[src/logic/pat_defines.vh]
// constants for the parameter enabling and one-touch tuning object block
// included by the object block only; its timer module takes its count as a parameter
`ifndef PAT_DEFINES_VH
`define PAT_DEFINES_VH
// object instance numbers
`define PAT_OBJ_APPLY 16'h2D34
`define PAT_OBJ_ENC_STATE 16'h2D35
`define PAT_OBJ_CYCLE 16'h2D36
`define PAT_OBJ_WHOLE 16'h2D37
`define PAT_OBJ_RES 16'h2D38
`define PAT_OBJ_ENC_FAULT 16'h2D3C
`define PAT_OBJ_TUNE_CMD 16'h2D50
`define PAT_OBJ_TUNE_PROG 16'h2D51
`define PAT_OBJ_TUNE_ABORT 16'h2D52
`define PAT_OBJ_TUNE_REVERT 16'h2D53
`define PAT_OBJ_TUNE_RESULT 16'h2D54
// key values
`define PAT_KEY 16'h1EA5
`define PAT_REVERT_INITIAL 16'h0000
`define PAT_REVERT_BEFORE 16'h0001
// tuning modes and completed progress
`define PAT_MODE_STOP 8'h00
`define PAT_MODE_BASIC 8'h01
`define PAT_MODE_LOW 8'h03
`define PAT_PROG_DONE 8'h64
// result codes
`define PAT_RES_OK 16'h0000
`define PAT_RES_CANCEL 16'hC000
`define PAT_RES_OVERSHOOT 16'hC001
`define PAT_RES_SERVO_OFF 16'hC002
`define PAT_RES_CTRL_MODE 16'hC003
`define PAT_RES_TIMEOUT 16'hC004
`define PAT_RES_INERTIA 16'hC005
`define PAT_RES_DISABLED 16'hC00F
// answer status codes
`define PAT_ST_OK 8'h00
`define PAT_ST_BAD_VALUE 8'h09
`define PAT_ST_BAD_STATE 8'h0C
`define PAT_ST_NO_OBJECT 8'h16
`define PAT_ST_NOT_SET 8'h0E
`define PAT_ST_NOT_GET 8'h2C
// timing
`define PAT_CLK_HZ 40000000
`define PAT_APPLY_MS 100
`endif

[src/logic/pat_objects.v]
// explicit-message object block: parameter enabling, scale encoder, one-touch tuning
// assumes requests one cycle wide, synchronous to clk; tuning engine outside
//
// Function
// - apply pending parameters on network disconnection
// - apply pending parameters when leaving run mode
// - key write to 2D34h starts parameter apply
// - apply processing finishes within about 100 ms
// - apply object reads 0 busy, 1 idle
// - read-only scale resolution, cycle, whole-period objects
// - tuning mode 1-3 starts tuning, 0 stopped
// - tuning mode returns to 0 at finish
// - progress in percent, 100 at completion
// - stop key to 2D52h aborts tuning
// - other stop values answer status 09h
// - clear 0 restores initial, 1 previous values
// - clear also saves restored values nonvolatile
// - result object reports one tuning result code
// - nonvolatile save only on explicit store request or after a clear
`timescale 1ns/100ps
`include "pat_defines.vh"
module pat_objects #(
  parameter APPLY_CYCLES = `PAT_CLK_HZ / 1000 * `PAT_APPLY_MS,
  parameter TWIDTH = 23
) (
  // clock and reset
  input wire clk,
  input wire rst_n,
  // object request from the network side
  input wire req_valid,
  input wire req_write,
  input wire [15:0] req_inst,
  input wire [31:0] req_wdata,
  // object answer
  output reg rsp_valid_r,
  output reg [7:0] rsp_status_r,
  output reg [31:0] rsp_rdata_r,
  // connection state
  input wire io_run_mode,
  input wire net_wait_connect,
  // scale encoder values
  input wire [31:0] scale_encoder_state,
  input wire [31:0] scale_cycle_count,
  input wire [31:0] scale_whole_period_count,
  input wire [31:0] scale_resolution,
  input wire [31:0] scale_encoder_fault,
  // parameter store
  output reg param_apply_r,
  output reg param_apply_busy_r,
  input wire store_request,
  output reg nonvolatile_store_r,
  // tuning engine
  output reg [7:0] tune_mode_r,
  output reg tune_start_r,
  output reg tune_abort_r,
  output reg tune_revert_initial_r,
  output reg tune_revert_before_r,
  input wire [7:0] tune_progress,
  input wire tune_done,
  input wire [15:0] tune_result
);
  localparam ST_IDLE = 3'b001;
  localparam ST_TUNE = 3'b010;
  localparam ST_REVERT = 3'b100;

  reg [2:0] state_r;
  reg [2:0] state_nxt;
  reg run_d_r;
  reg wait_d_r;
  reg [7:0] prog_r;
  reg [15:0] result_r;
  reg apply_go;
  reg [7:0] status_nxt;
  reg [31:0] rdata_nxt;
  wire timer_busy;
  wire wr;
  wire run_exit;
  wire net_drop;
  wire [7:0] wmode;
  wire [15:0] wkey;
  wire tune_go;
  wire revert_go;

  assign wr = req_valid & req_write;
  assign wmode = req_wdata[7:0];
  assign wkey = req_wdata[15:0];
  assign run_exit = run_d_r & ~io_run_mode;
  assign net_drop = net_wait_connect & ~wait_d_r;

  // accepted start and clear writes; status already refuses them unless idle
  assign tune_go = wr && req_inst == `PAT_OBJ_TUNE_CMD && status_nxt == `PAT_ST_OK &&
    wmode != `PAT_MODE_STOP;
  assign revert_go = wr && req_inst == `PAT_OBJ_TUNE_REVERT && status_nxt == `PAT_ST_OK;

  pat_timer #(
    .WIDTH(TWIDTH),
    .COUNT(APPLY_CYCLES[TWIDTH-1:0])
  ) u_apply_timer (
    .clk(clk),
    .rst_n(rst_n),
    .start(apply_go),
    .busy_r(timer_busy)
  );

  // answer status and apply trigger
  always @*
  begin
    status_nxt = `PAT_ST_OK;
    apply_go = 1'b0;
    if (run_exit || net_drop)
      apply_go = 1'b1;
    if (req_valid)
    begin
      case (req_inst)
        `PAT_OBJ_APPLY:
        begin
          if (!req_write)
            status_nxt = `PAT_ST_OK;
          else if (io_run_mode)
            status_nxt = `PAT_ST_BAD_STATE;
          else if (wkey != `PAT_KEY)
            status_nxt = `PAT_ST_BAD_VALUE;
          else
            apply_go = 1'b1;
        end
        `PAT_OBJ_ENC_STATE, `PAT_OBJ_CYCLE, `PAT_OBJ_WHOLE, `PAT_OBJ_RES,
        `PAT_OBJ_ENC_FAULT, `PAT_OBJ_TUNE_PROG, `PAT_OBJ_TUNE_RESULT:
        begin
          if (req_write)
            status_nxt = `PAT_ST_NOT_SET;
        end
        `PAT_OBJ_TUNE_CMD:
        begin
          if (!req_write)
            status_nxt = `PAT_ST_OK;
          else if (wmode > `PAT_MODE_LOW)
            status_nxt = `PAT_ST_BAD_VALUE;
          else if (state_r != ST_IDLE && wmode != `PAT_MODE_STOP)
            status_nxt = `PAT_ST_BAD_STATE;
        end
        `PAT_OBJ_TUNE_ABORT:
        begin
          if (!req_write)
            status_nxt = `PAT_ST_NOT_GET;
          else if (wkey != `PAT_KEY)
            status_nxt = `PAT_ST_BAD_VALUE;
        end
        `PAT_OBJ_TUNE_REVERT:
        begin
          if (!req_write)
            status_nxt = `PAT_ST_NOT_GET;
          else if (wkey != `PAT_REVERT_INITIAL && wkey != `PAT_REVERT_BEFORE)
            status_nxt = `PAT_ST_BAD_VALUE;
          else if (state_r != ST_IDLE)
            status_nxt = `PAT_ST_BAD_STATE;
        end
        default: status_nxt = `PAT_ST_NO_OBJECT;
      endcase
    end
  end

  // read data; refused reads and all writes answer zero
  // busy read follows the busy output so both agree at the end of a run
  always @*
  begin
    rdata_nxt = 32'h0000_0000;
    if (req_valid && !req_write)
    begin
      case (req_inst)
        `PAT_OBJ_APPLY: rdata_nxt = {31'h0000_0000, ~param_apply_busy_r};
        `PAT_OBJ_ENC_STATE: rdata_nxt = scale_encoder_state;
        `PAT_OBJ_CYCLE: rdata_nxt = scale_cycle_count;
        `PAT_OBJ_WHOLE: rdata_nxt = scale_whole_period_count;
        `PAT_OBJ_RES: rdata_nxt = scale_resolution;
        `PAT_OBJ_ENC_FAULT: rdata_nxt = scale_encoder_fault;
        `PAT_OBJ_TUNE_CMD: rdata_nxt = {24'h00_0000, tune_mode_r};
        `PAT_OBJ_TUNE_PROG: rdata_nxt = {24'h00_0000, prog_r};
        `PAT_OBJ_TUNE_RESULT: rdata_nxt = {16'h0000, result_r};
        default: rdata_nxt = 32'h0000_0000;
      endcase
    end
  end

  // tuning sequence
  always @*
  begin
    state_nxt = state_r;
    case (state_r)
      ST_IDLE:
      begin
        if (tune_go)
          state_nxt = ST_TUNE;
        else if (revert_go)
          state_nxt = ST_REVERT;
      end
      ST_TUNE:
      begin
        if (tune_done)
          state_nxt = ST_IDLE;
      end
      ST_REVERT: state_nxt = ST_IDLE;
      default: state_nxt = ST_IDLE;
    endcase
  end

  // connection edge detectors; both inputs idle low, so no edge after reset
  always @(posedge clk or negedge rst_n)
  begin
    if (!rst_n)
    begin
      run_d_r <= 1'b0;
      wait_d_r <= 1'b0;
    end
    else
    begin
      run_d_r <= io_run_mode;
      wait_d_r <= net_wait_connect;
    end
  end

  // object answer, one cycle after the request
  always @(posedge clk or negedge rst_n)
  begin
    if (!rst_n)
    begin
      rsp_valid_r <= 1'b0;
      rsp_status_r <= `PAT_ST_OK;
      rsp_rdata_r <= 32'h0000_0000;
    end
    else
    begin
      rsp_valid_r <= req_valid;
      rsp_status_r <= status_nxt;
      rsp_rdata_r <= rdata_nxt;
    end
  end

  // apply pulse and busy level; a new trigger restarts the bound
  always @(posedge clk or negedge rst_n)
  begin
    if (!rst_n)
    begin
      param_apply_r <= 1'b0;
      param_apply_busy_r <= 1'b0;
    end
    else
    begin
      param_apply_r <= apply_go;
      param_apply_busy_r <= timer_busy | apply_go;
    end
  end

  // save only after a clear or on an explicit store request
  always @(posedge clk or negedge rst_n)
  begin
    if (!rst_n)
      nonvolatile_store_r <= 1'b0;
    else if (state_r == ST_REVERT)
      nonvolatile_store_r <= 1'b1;
    else
      nonvolatile_store_r <= req_valid & store_request;
  end

  // one-hot tuning state
  always @(posedge clk or negedge rst_n)
  begin
    if (!rst_n)
      state_r <= ST_IDLE;
    else
      state_r <= state_nxt;
  end

  // tuning mode object
  always @(posedge clk or negedge rst_n)
  begin
    if (!rst_n)
      tune_mode_r <= `PAT_MODE_STOP;
    else if (state_r == ST_IDLE && state_nxt == ST_TUNE)
      tune_mode_r <= wmode;
    else if (state_r == ST_TUNE && tune_done)
      tune_mode_r <= `PAT_MODE_STOP;
  end

  // start pulse to the tuning engine
  always @(posedge clk or negedge rst_n)
  begin
    if (!rst_n)
      tune_start_r <= 1'b0;
    else
      tune_start_r <= (state_r == ST_IDLE) & (state_nxt == ST_TUNE);
  end

  // progress and result objects; completion forces 100 percent
  always @(posedge clk or negedge rst_n)
  begin
    if (!rst_n)
    begin
      prog_r <= 8'h00;
      result_r <= `PAT_RES_OK;
    end
    else if (state_r == ST_IDLE && state_nxt == ST_TUNE)
    begin
      prog_r <= 8'h00;
      result_r <= `PAT_RES_OK;
    end
    else if (state_r == ST_TUNE && tune_done)
    begin
      prog_r <= `PAT_PROG_DONE;
      result_r <= tune_result;
    end
    else if (state_r == ST_TUNE)
      prog_r <= tune_progress;
  end

  // abort pulse; a stop that meets the engine's own finish is dropped
  always @(posedge clk or negedge rst_n)
  begin
    if (!rst_n)
      tune_abort_r <= 1'b0;
    else
      tune_abort_r <= (state_r == ST_TUNE) & ~tune_done & wr & (status_nxt == `PAT_ST_OK) &
        ((req_inst == `PAT_OBJ_TUNE_ABORT) |
        ((req_inst == `PAT_OBJ_TUNE_CMD) & (wmode == `PAT_MODE_STOP)));
  end

  // revert pulses, one per accepted clear write
  always @(posedge clk or negedge rst_n)
  begin
    if (!rst_n)
    begin
      tune_revert_initial_r <= 1'b0;
      tune_revert_before_r <= 1'b0;
    end
    else
    begin
      tune_revert_initial_r <= (state_r == ST_IDLE) & (state_nxt == ST_REVERT) &
        (wkey == `PAT_REVERT_INITIAL);
      tune_revert_before_r <= (state_r == ST_IDLE) & (state_nxt == ST_REVERT) &
        (wkey == `PAT_REVERT_BEFORE);
    end
  end
endmodule // pat_objects

[src/logic/pat_timer.v]
// one-shot down counter used to bound the parameter enabling processing
// assumes a single clock and an asynchronous active-low reset
`timescale 1ns/100ps
module pat_timer #(
  parameter WIDTH = 23,
  parameter [WIDTH-1:0] COUNT = 4000000
) (
  // clock and reset
  input wire clk,
  input wire rst_n,
  // control
  input wire start,
  output reg busy_r
);
  reg [WIDTH-1:0] cnt_r;

  always @(posedge clk or negedge rst_n)
  begin
    if (!rst_n)
    begin
      cnt_r <= {WIDTH{1'b0}};
      busy_r <= 1'b0;
    end
    else if (start)
    begin
      cnt_r <= COUNT - {{(WIDTH-1){1'b0}}, 1'b1};
      busy_r <= 1'b1;
    end
    else if (busy_r)
    begin
      if (cnt_r == {WIDTH{1'b0}})
        busy_r <= 1'b0;
      else
        cnt_r <= cnt_r - {{(WIDTH-1){1'b0}}, 1'b1};
    end
  end
endmodule // pat_timer

[config.mk]
export PLATFORM = sky130hd
export DESIGN_NAME = pat_objects
export DESIGN_NICKNAME = d
export VERILOG_FILES = /design/src/logic/pat_objects.v /design/src/logic/pat_timer.v
export VERILOG_INCLUDE_DIRS = /design/src /design/src/logic
export SDC_FILE = /design/constraint.sdc
export NUM_CORES = 1
export LEC_CHECK = 0
export ABC_AREA = 1
export BUFFER_PORTS_ARGS = -buffer_cell sky130_fd_sc_hd__buf_4
export CAP_MARGIN = 20
export CORE_MARGIN = 4
export CORE_UTILIZATION = 25
export CTS_BUF_LIST = sky130_fd_sc_hd__clkbuf_4 sky130_fd_sc_hd__clkbuf_8
export DETAILED_ROUTE_END_ITERATION = 8
export GPL_TIMING_DRIVEN = 0
export PLACE_DENSITY = 0.49
export REMOVE_ABC_BUFFERS = 1
export SYNTH_ARGS = -nofsm -noshare
export SYNTH_HDL_FRONTEND = slang
export SYNTH_SLANG_ARGS = --single-unit
[constraint.sdc]
create_clock -name clk -period 2 [get_ports clk]
set_input_delay 0.2 -clock clk [delete_from_list [all_inputs] [get_ports clk]]
set_output_delay 0.2 -clock clk [all_outputs]
set_load 0.05 [all_outputs]
==> impl_metrics.tcl, run 1 <==
set metrics [dict create \
    ys_ff_latch 107 \
    synth_seq_area_share 0.4298 \
    antenna_cells 0 \
    rsz0062_at_grt "yes" \
    r2r_slack_ns 0.01 \
    synth_area_leaders "dfrtp_1 (43%), nand2_1 (14%), nor2_1 (6.8%), a22o_1 (4.9%), nand3_1 (4.3%)" \
    power_mw 4.395 \
    core_um2 24390 \
    end_kind "flop" \
    ys_types 39 \
    whs_path_depth 3 \
    grt_pass1_wl_um 40430 \
    cp-start-kind "flop" \
    seq_area_um2 2679 \
    dieArea_um2 27520 \
    async_reset_ff_frac 1.000 \
    synth_top_cell_by_area "dfrtp_1" \
    multiInputGateArea_um2 3242 \
    path_class "flop to flop" \
    cts_buffers 9 \
    avgSynthCellArea_um2 7.464 \
    worst_pin_slew_ns 0.9518 \
    drive_gt1_frac 0.3489 \
    required_ns 2.28 \
    die_w_um 165.9 \
    grt_pass1_vias 6867 \
    max_cap_violations 0 \
    reg2reg_from "state_r[0]" \
    drcViolationCount 0 \
    synth-main-ff-cell "dfrtp_1" \
    rows 57 \
    outcome "complete, no violations" \
    io_buffers 277 \
    timing.rr.end "result_r[4]" \
    synth_common_cells "nand2_1 (235), nor2_1 (113), dfrtp_1 (106)" \
    setup-violations-final 0 \
    path_clk_slew_ns 0.10 \
    powerDensity_nw_per_um2 461.8 \
    start_util 0.2555 \
    ctsHtreeMaxLevel 3 \
    yosysMostFrequentCell "nand2_1" \
    maxSlewViolCount 0 \
    cts_sinks 107 \
    finalCritPeriodShare 0.9937 \
    dp_hpwl_um 19730 \
    fmax_ghz 0.5032 \
    fin_skew_ns 0.01561 \
    finalCriticalPeriod_ns 1.987 \
    rr_worst_depth 12 \
    hold_violations 0 \
    antenna_found_initial 0 \
    ys_warn_count 0 \
    fillCellCount 2604 \
    root_buffer "clkbuf_8" \
    ios 296 \
    firstDrtPassIters 4 \
    tns_ns 0 \
    synthCells 835 \
    leakagePower_nw 4.515 \
    grt_max_degree 78 \
    drt_wl_total_um 26720 \
    clockBufferDepth 2 \
    synth-edff-count 0 \
    die_y_um 165.9 \
    via_per_inst 4.672 \
    synth_top_area_share 0.4256 \
    grt-ovfl-total 0 \
    area_delta_synth_final_pct 52.72 \
    arrival_ns 2.27 \
    clkLatencyLatePin_ns 0.39 \
    ant_nets 0 \
    finalNetCount 1392 \
    cts_tree "yes" \
    hold_class "primary input to flop" \
    maxSlewHeadroom 0.3648 \
    ir_worst_vdd_v 0.0002821 \
    min_from "tune_result[4]" \
    post_drt_wl_per_cell_um 18.07 \
    cp_max_fo 7 \
    vias 6910 \
    synthesis.area_um2 6232 \
    holdPathEnd "result_r[4]" \
    gp_congestion 0.8609 \
    grt_util_all_layers 0.1867 \
    first_iter_violations 410 \
]
-- layout by cell type, fill, tap and decap left out, types with 24 or more instances in the layout --
cell type	Yosys	final
a21oi_1	25	24
nand2_1	235	226
nand3_1	53	45
buf_4	3	301
a22o_1	35	35
a31oi_1	24	24
o21ai_0	28	27
nor2_1	113	106
dfrtp_1	106	106
inv_1	70	65
-- per-stage QoR --
| stage | hold slack [ns] | util | std cells | cell area, um^2 | worst slack (ns) |
|---|---|---|---|---|---|
| after floorplan | -0.09559 | - | 801 | 6041 | -0.4857 |
| after global placement | 0.3211 | 0.3495 | 1402 | 8526 | -2.275 |
| after detailed placement | 0.1095 | 0.3553 | 1410 | 8667 | -1.384 |
| after CTS | 0.01071 | 0.3817 | 1463 | 9309 | -0.01796 |
| after global routing | 0.002126 | 0.3902 | 1479 | 9518 | -0.1014 |
| final | 0.03004 | 0.3902 | 1479 | 9518 | 0.01269 |
-- layout make-up --
cell class                      count  area share
Multi-Input combinational cell    615      0.3406
Clock buffer                       10     0.01446
Clock inverter                      5    0.006310
Timing Repair Buffer              334      0.2796
Sequential cell                   107      0.2815
Timing Repair inverter              2    0.001315
Inverter                           82     0.03365
Tap cell                          324     0.04259
-- report_power, final --
part	total [mW]	switching [mW]	leakage, nW	internal (mW)
Sequential	2.24	0.0298	1.36	2.21
Clock	1.43	0.816	0.0992	0.615
Combinational	0.725	0.324	3.06	0.401
-- metal layers --
metal  GRT usage  part of all wire
met3     0.05356             0.063
met2      0.3372              0.52
met5           0                 0
met4     0.03587             0.014
met1      0.2223              0.40
-- registers in the layout (all words and copies together) (netlist names), 3 cells and up --
signal,cells
state_r,3
tune_mode_r,8
u_apply_timer.cnt_r,23
result_r,16
prog_r,8
rsp_rdata_r,32
rsp_status_r,6
-- how the worst max path moves through the flow --
stage | startpoint | to | slack [ns] | cells past startpoint
after global routing | state_r[0] | prog_r[6] | -0.10 | 12
final | state_r[0] | result_r[4] | 0.01 | 12
after detailed placement | req_inst[12] | tune_mode_r[5] | -1.38 | 14
after global placement | req_inst[6] | rsp_rdata_r[5] | -2.27 | 11
after CTS | state_r[0] | result_r[0] | -0.02 | 12
after floorplan | req_inst[12] | rsp_rdata_r[2] | -0.49 | 9
-- cell families after synthesis --
logic type	after synthesis	synth area share
other cells	1	0.0006017
compound gates	145	0.1578
fa+ha+maj	1	0.002007
xor+xnor	15	0.02108
flops	107	0.4298
buf+inv	117	0.08071
simple gates	449	0.3080
-- repair_timing --
action                                  in CTS  in global routing
pin swaps                                    9                 12
cloned                                       4                  1
buffers inserted                            12                 15
hold buffers                                22                  0
resized for setup                           25                 24
endpoints found under the setup margin      98                 75
hold endpoints to repair                    51                  0
-- worst max-delay path, stage by stage, from the launching register on --
cell and delay [ns]:
dfstp_2 0.59, nand2_2 0.08, nor2_4 0.16, nand2_1 0.08
nand4_1 0.12, o21ai_1 0.07, nor2_1 0.11, nand3_2 0.10
nand2_4 0.13, nand3_4 0.16, buf_6 0.18, nand3_2 0.05
nand2_1 0.05
No activity file was read; power rests on OpenSTA's default activity.
==> run 2: changes to the inputs <==
--- a/config.mk
+++ b/config.mk
@@ -6,16 +6,16 @@
 export SDC_FILE = /design/constraint.sdc
 export NUM_CORES = 1
 export LEC_CHECK = 0
-export ABC_AREA = 1
-export BUFFER_PORTS_ARGS = -buffer_cell sky130_fd_sc_hd__buf_4
+export BUFFER_PORTS_ARGS = -buffer_cell sky130_fd_sc_hd__buf_2
 export CAP_MARGIN = 20
 export CORE_MARGIN = 4
 export CORE_UTILIZATION = 25
 export CTS_BUF_LIST = sky130_fd_sc_hd__clkbuf_4 sky130_fd_sc_hd__clkbuf_8
 export DETAILED_ROUTE_END_ITERATION = 8
 export GPL_TIMING_DRIVEN = 0
-export PLACE_DENSITY = 0.49
+export PLACE_DENSITY = 0.5
 export REMOVE_ABC_BUFFERS = 1
+export SLEW_MARGIN = 10
 export SYNTH_ARGS = -nofsm -noshare
 export SYNTH_HDL_FRONTEND = slang
 export SYNTH_SLANG_ARGS = --single-unit
==> impl_metrics.tcl, run 2 <==
set metrics [dict create \
    outcome "finished with violations" \
    violations "setup timing" \
    die_y_um 162.2 \
    design_area_um2 8424 \
    synth_area_leaders "dfrtp_1 (45%), mux2i_1 (6.6%), mux2_2 (4.7%), nand2_1 (4.0%), nor2_1 (4.0%)" \
    critPathCapture "u_apply_timer.cnt_r[8]" \
    ys_types 68 \
    clkLatencyLatePin_ns 0.39 \
    cts_sinks 107 \
    finalCriticalPeriod_ns 2.050 \
    synthCells 609 \
    setup-violations-final 2 \
    fmax_ghz 0.4879 \
    required_ns 2.32 \
    cp-startpoint "u_apply_timer.cnt_r[0]" \
    min_from "tune_result[4]" \
    ys_ff_latch 107 \
    cp-start-kind "flop" \
    via_per_inst 4.905 \
    synth_top_area_share 0.4460 \
    max_cap_violations 0 \
    yosysMostFrequentCell "dfrtp_1" \
    ios 296 \
    critPathTopFamily "simple AND/OR/NAND/NOR gates" \
    r2r_slack_ns -0.05 \
    hold_class "primary input to flop" \
    grt-ovfl-total 0 \
    cp_cell_sequence "inv_2 -> ha_2 -> nor4b_4 -> nand3_2 -> a31o_4 -> or4_4 -> a21oi_2" \
    ant_nets 0 \
    crit_cells 7 \
    worst_pin_slew_ns 0.8091 \
    drcViolationCount 0 \
    cts_buffers 9 \
    grt_pass1_vias 5856 \
    dp_hpwl_um 18450 \
    final_cell_mix "buf_2 (276), dfrtp_1 (105), nand2_1 (62)" \
    synth-main-ff-cell "dfrtp_1" \
    post_drt_wl_per_cell_um 19.87 \
    finalNetCount 1141 \
    cp.buffers_inverters 1 \
    grt_pass1_wl_um 35480 \
    reg.largest.list "rsp_rdata_r x32, u_apply_timer.cnt_r x23, result_r x16" \
    drt_wl_total_um 24380 \
    dieArea_um2 26320 \
    maxSlewViolCount 0 \
    arrival_ns 2.37 \
    io_buffers 277 \
    power_mw 4.368 \
    postPlaceCellArea_um2 7689 \
    maxSlewHeadroom 0.4593 \
    root_buffer "clkbuf_8" \
    avgSynthCellArea_um2 9.765 \
    core_um2 23400 \
    path_class "flop to flop" \
    reg2reg_from "u_apply_timer.cnt_r[0]" \
    first_iter_violations 327 \
    timing.rr.end "u_apply_timer.cnt_r[8]" \
    ctsHtreeMaxLevel 3 \
    path_clk_slew_ns 0.11 \
    gp_congestion 0.7849 \
    cts_tree "yes" \
    crit_path_max_incr_delay_ns 0.42 \
    ir_worst_vdd_v 0.0002670 \
    async_reset_ff_frac 1.000 \
    area_delta_synth_final_pct 41.66 \
    antenna_found_initial 7 \
    drive_gt1_frac 0.4387 \
    synth_common_cells "dfrtp_1 (106), nand2_1 (63), nor2_1 (63)" \
    largest_reg_flops 32 \
    grt_max_degree 62 \
    largest-register "rsp_rdata_r" \
    die_w_um 162.2 \
    rr_worst_depth 7 \
    synth-edff-count 0 \
    synth_seq_area_share 0.4505 \
    synth_top_cell_by_area "dfrtp_1" \
    hold_violations 0 \
    rows 56 \
    rsz0062_at_grt "yes" \
    setup_ws_ns -0.04975 \
    start_util 0.2541 \
    leakagePower_nw 3.880 \
    cp_max_fo 5 \
    vias 6019 \
    grt_util_all_layers 0.1760 \
    ys_warn_count 0 \
    finalCritPeriodShare 1.025 \
    layout_commonest_cell "buf_2" \
    firstDrtPassIters 5 \
    end_kind "flop" \
    cp_slowest_cell "or4_4" \
    clockBufferDepth 2 \
    powerDensity_nw_per_um2 518.5 \
    fin_skew_ns 0.01832 \
    synthesis.area_um2 5947 \
]
-- run 2: cell count changes in the layout (fill, tap and decap cells not counted), sizes merged, moves of 34 or more --
cell,previous run,this run
inv,82,13
nand3,60,10
a22o,35,1
mux2i,0,39
nand2,239,63
nor2,124,63
-- run 2: cell families after synthesis --
kind of cell / count (synthesis) / synth area share
AOI/OAI and AO/OA: 145 / 0.1738
xor gates and xnor gates: 12 / 0.01767
adders and majority gates: 1 / 0.002104
buffers and inverters: 48 / 0.03324
DFF: 107 / 0.4505
muxes: 64 / 0.1130
other: 1 / 0.0006306
and+or+nand+nor: 231 / 0.2091
-- run 2: worst reg2reg max path, delay by kind of cell, from the launching register on --
family          cells  cell delay [ns]
flops               1             0.41
buf+inv             1             0.07
fa+ha+maj           1             0.18
simple gates        3             0.90
compound gates      2             0.42
-- run 2: cell type report --
class                   instances  area [um^2]
fillers                      2507        14980
multi-input cells             456         3318
flip-flops and latches        107         2680
repair buffers                316         1774
well taps                     319        399.1
clock buffers                   9        123.9
clock inverters                 7        83.83
inverters                      10        37.54
diodes                          3        7.507
-- run 2: routing by layer --
metal	track usage	part of all wire
met3	0.04390	0.068
met1	0.2211	0.41
met4	0.04229	0.017
met5	0	0.0020
met2	0.3047	0.50
-- run 2: timing repair --
action | 4_1_cts | 5_1_grt
setup buffers | 9 | 8
pin swaps | 6 | 12
hold buffers | 15 | 0
setup endpoints to repair | 102 | 66
gates cloned | 0 | 1
hold endpoints to repair | 59 | 0
gates resized for setup | 32 | 22
-- run 2: stage by stage --
stage	hold WS, ns	TNS [ns]	util	setup slack, ns	std cells
2_1_floorplan	-0.09559	-6.929	-	-0.2752	572
3_3_place_gp	0.3568	-233.46	0.3237	-2.530	1168
3_5_place_dp	0.1744	-106.62	0.3285	-1.533	1175
4_1_cts	0.002638	-0.07743	0.3525	-0.04604	1215
5_1_grt	0.003723	-0.4023	0.3600	-0.1387	1227
6_report	0.02184	-0.08698	0.3600	-0.04975	1227
-- run 2: how the worst min path moves through the flow --
stage,endpoint,cells after the start
2_1_floorplan,nonvolatile_store_r,0
3_3_place_gp,wait_d_r,1
3_5_place_dp,rsp_rdata_r[0],1
4_1_cts,result_r[5],3
5_1_grt,prog_r[4],2
6_report,result_r[4],3
-- run 2: power by group --
part           internal (mW)  switching, mW  total [mW]  leakage (nW)
Combinational          0.329          0.335       0.664          2.40
Clock                  0.605          0.870        1.47         0.108
Sequential              2.20         0.0285        2.23          1.37
==> run 3: changes to the inputs <==
--- a/config.mk
+++ b/config.mk
@@ -13,7 +13,6 @@
 export CTS_BUF_LIST = sky130_fd_sc_hd__clkbuf_4 sky130_fd_sc_hd__clkbuf_8
 export DETAILED_ROUTE_END_ITERATION = 8
 export GPL_TIMING_DRIVEN = 0
-export PLACE_DENSITY = 0.5
 export REMOVE_ABC_BUFFERS = 1
 export SLEW_MARGIN = 10
 export SYNTH_ARGS = -nofsm -noshare
==> impl_metrics.tcl, run 3 (synthesis results as in run 2) <==
set metrics [dict create \
    outcome "finished with violations" \
    violations "setup timing" \
    finalCriticalPeriod_ns 2.029 \
    reg.largest.list "rsp_rdata_r x32, u_apply_timer.cnt_r x23, result_r x16" \
    worst_pin_slew_ns 0.7679 \
    clkLatencyLatePin_ns 0.39 \
    required_ns 2.31 \
    root_buffer "clkbuf_8" \
    crit_path_max_incr_delay_ns 0.49 \
    finalNetCount 1143 \
    holdPathEnd "prog_r[3]" \
    r2r_slack_ns -0.03 \
    timing.rr.end "u_apply_timer.cnt_r[8]" \
    tns_ns -0.04107 \
    setup-violations-final 2 \
    maxSlewViolCount 0 \
    antenna_found_initial 12 \
    setup_ws_ns -0.02942 \
    drcViolationCount 0 \
    hold_class "primary input to flop" \
    fillCellCount 2444 \
    io_buffers 277 \
    layout_commonest_cell "buf_2" \
    ant_nets 0 \
    cp_slowest_cell "or4_1" \
    post_drt_wl_per_cell_um 19.20 \
    fmax_ghz 0.4928 \
    cp_cell_sequence "inv_2 -> ha_4 -> nor4b_4 -> nand3_2 -> a31o_4 -> or4_1 -> a21oi_1" \
    die_w_um 162.2 \
    grt_util_all_layers 0.1695 \
    arrival_ns 2.34 \
    path_class "flop to flop" \
    powerDensity_nw_per_um2 500.3 \
    drive_gt1_frac 0.4421 \
    final_cell_mix "buf_2 (274), dfrtp_1 (104), nand2_1 (61), nor2_1 (61), mux2i_1 (39)" \
    clockBufferDepth 2 \
    final_util 0.3595 \
    via_per_inst 4.951 \
    gp_congestion 0.8096 \
    rows 56 \
    dieArea_um2 26320 \
    largest-register "rsp_rdata_r" \
    leakagePower_nw 3.853 \
    dp_hpwl_um 17930 \
    maxSlewHeadroom 0.4853 \
    grt-ovfl-total 0 \
    place_ws_ns -1.669 \
    ir_worst_vdd_v 0.0003208 \
    cts_tree "yes" \
    end_kind "flop" \
    firstDrtPassIters 5 \
    grt_pass1_wl_um 34330 \
    first_iter_violations 489 \
    ctsHtreeMaxLevel 3 \
    fin_skew_ns 0.01421 \
    holdWs_ns 0.02362 \
    die_y_um 162.2 \
    seq_area_um2 2681 \
    rsz0062_at_grt "yes" \
    max_cap_violations 0 \
    rr_worst_depth 7 \
    grt_pass1_vias 5871 \
    drt_wl_total_um 23640 \
    largest_reg_flops 32 \
    whs_path_depth 2 \
    vias 6095 \
    hold_violations 0 \
    path_clk_slew_ns 0.11 \
    grt_max_degree 61 \
    finalCritPeriodShare 1.015 \
    area_delta_synth_final_pct 41.47 \
    cts_sinks 107 \
    reg2reg_from "u_apply_timer.cnt_r[1]" \
    core_um2 23400 \
    cp-start-kind "flop" \
    multiInputGateArea_um2 3299 \
    min_from "tune_progress[3]" \
    cts_buffers 9 \
    start_util 0.2541 \
    cp_max_fo 5 \
    ios 296 \
]
## run 3: worst max-delay path by stage
stage / slack (ns) / depth (start not counted) / from / end
floorplan: -0.28 / 5 / req_inst[3] / tune_mode_r[2]
global placement: -2.34 / 5 / req_inst[2] / rsp_rdata_r[18]
detailed placement: -1.67 / 6 / req_inst[2] / rsp_rdata_r[1]
CTS: -0.007 / 7 / u_apply_timer.cnt_r[1] / u_apply_timer.cnt_r[8]
global route: -0.10 / 7 / u_apply_timer.cnt_r[1] / u_apply_timer.cnt_r[8]
finish: -0.03 / 7 / u_apply_timer.cnt_r[1] / u_apply_timer.cnt_r[8]
## run 3: stage by stage
| stage | cells | instance area (um^2) | power (mW) |
|---|---|---|---|
| floorplan | 572 | 5791 | 2.484 |
| finish | 1231 | 8413 | 4.209 |
| CTS | 1218 | 8244 | 4.267 |
| global route | 1231 | 8413 | 4.424 |
| global placement | 1168 | 7576 | 2.855 |
| detailed placement | 1174 | 7687 | 2.873 |
## run 3: what timing repair did
item	4_1_cts	5_1_grt
setup buffers	15	8
setup endpoints to repair	102	60
endpoints found under the hold margin	58	0
pin swaps	7	13
resized for setup	33	20
hold buffers	13	0
## run 3: cell type report
class / instances / share of cell area
clock buffers: 10 / 0.01636
repair buffers: 319 / 0.2136
well taps: 319 / 0.04744
multi-input cells: 455 / 0.3922
diodes: 5 / 0.001487
inverters: 10 / 0.004462
clock inverters: 6 / 0.005800
flip-flops and latches: 107 / 0.3187
## run 3: worst max-delay path, delay by kind of cell, from the launching register on
family          cells  cell delay, ns
compound gates      2            0.40
buf+inv             1            0.08
flops               1            0.42
fa+ha+maj           1            0.13
simple gates        3            0.92
## run 3: per-layer routing
layer,vias to the layer above,part of all wire,track usage
met5,-,0.0031,0
met1,2954,0.40,0.2056
li1,2874,-,-
met4,12,0.025,0.06113
met2,212,0.51,0.2908
met3,43,0.065,0.04364
## run 3: power breakdown
part           switching (mW)  internal [mW]
clock network           0.819          0.501
logic                   0.330          0.328
registers              0.0298           2.20
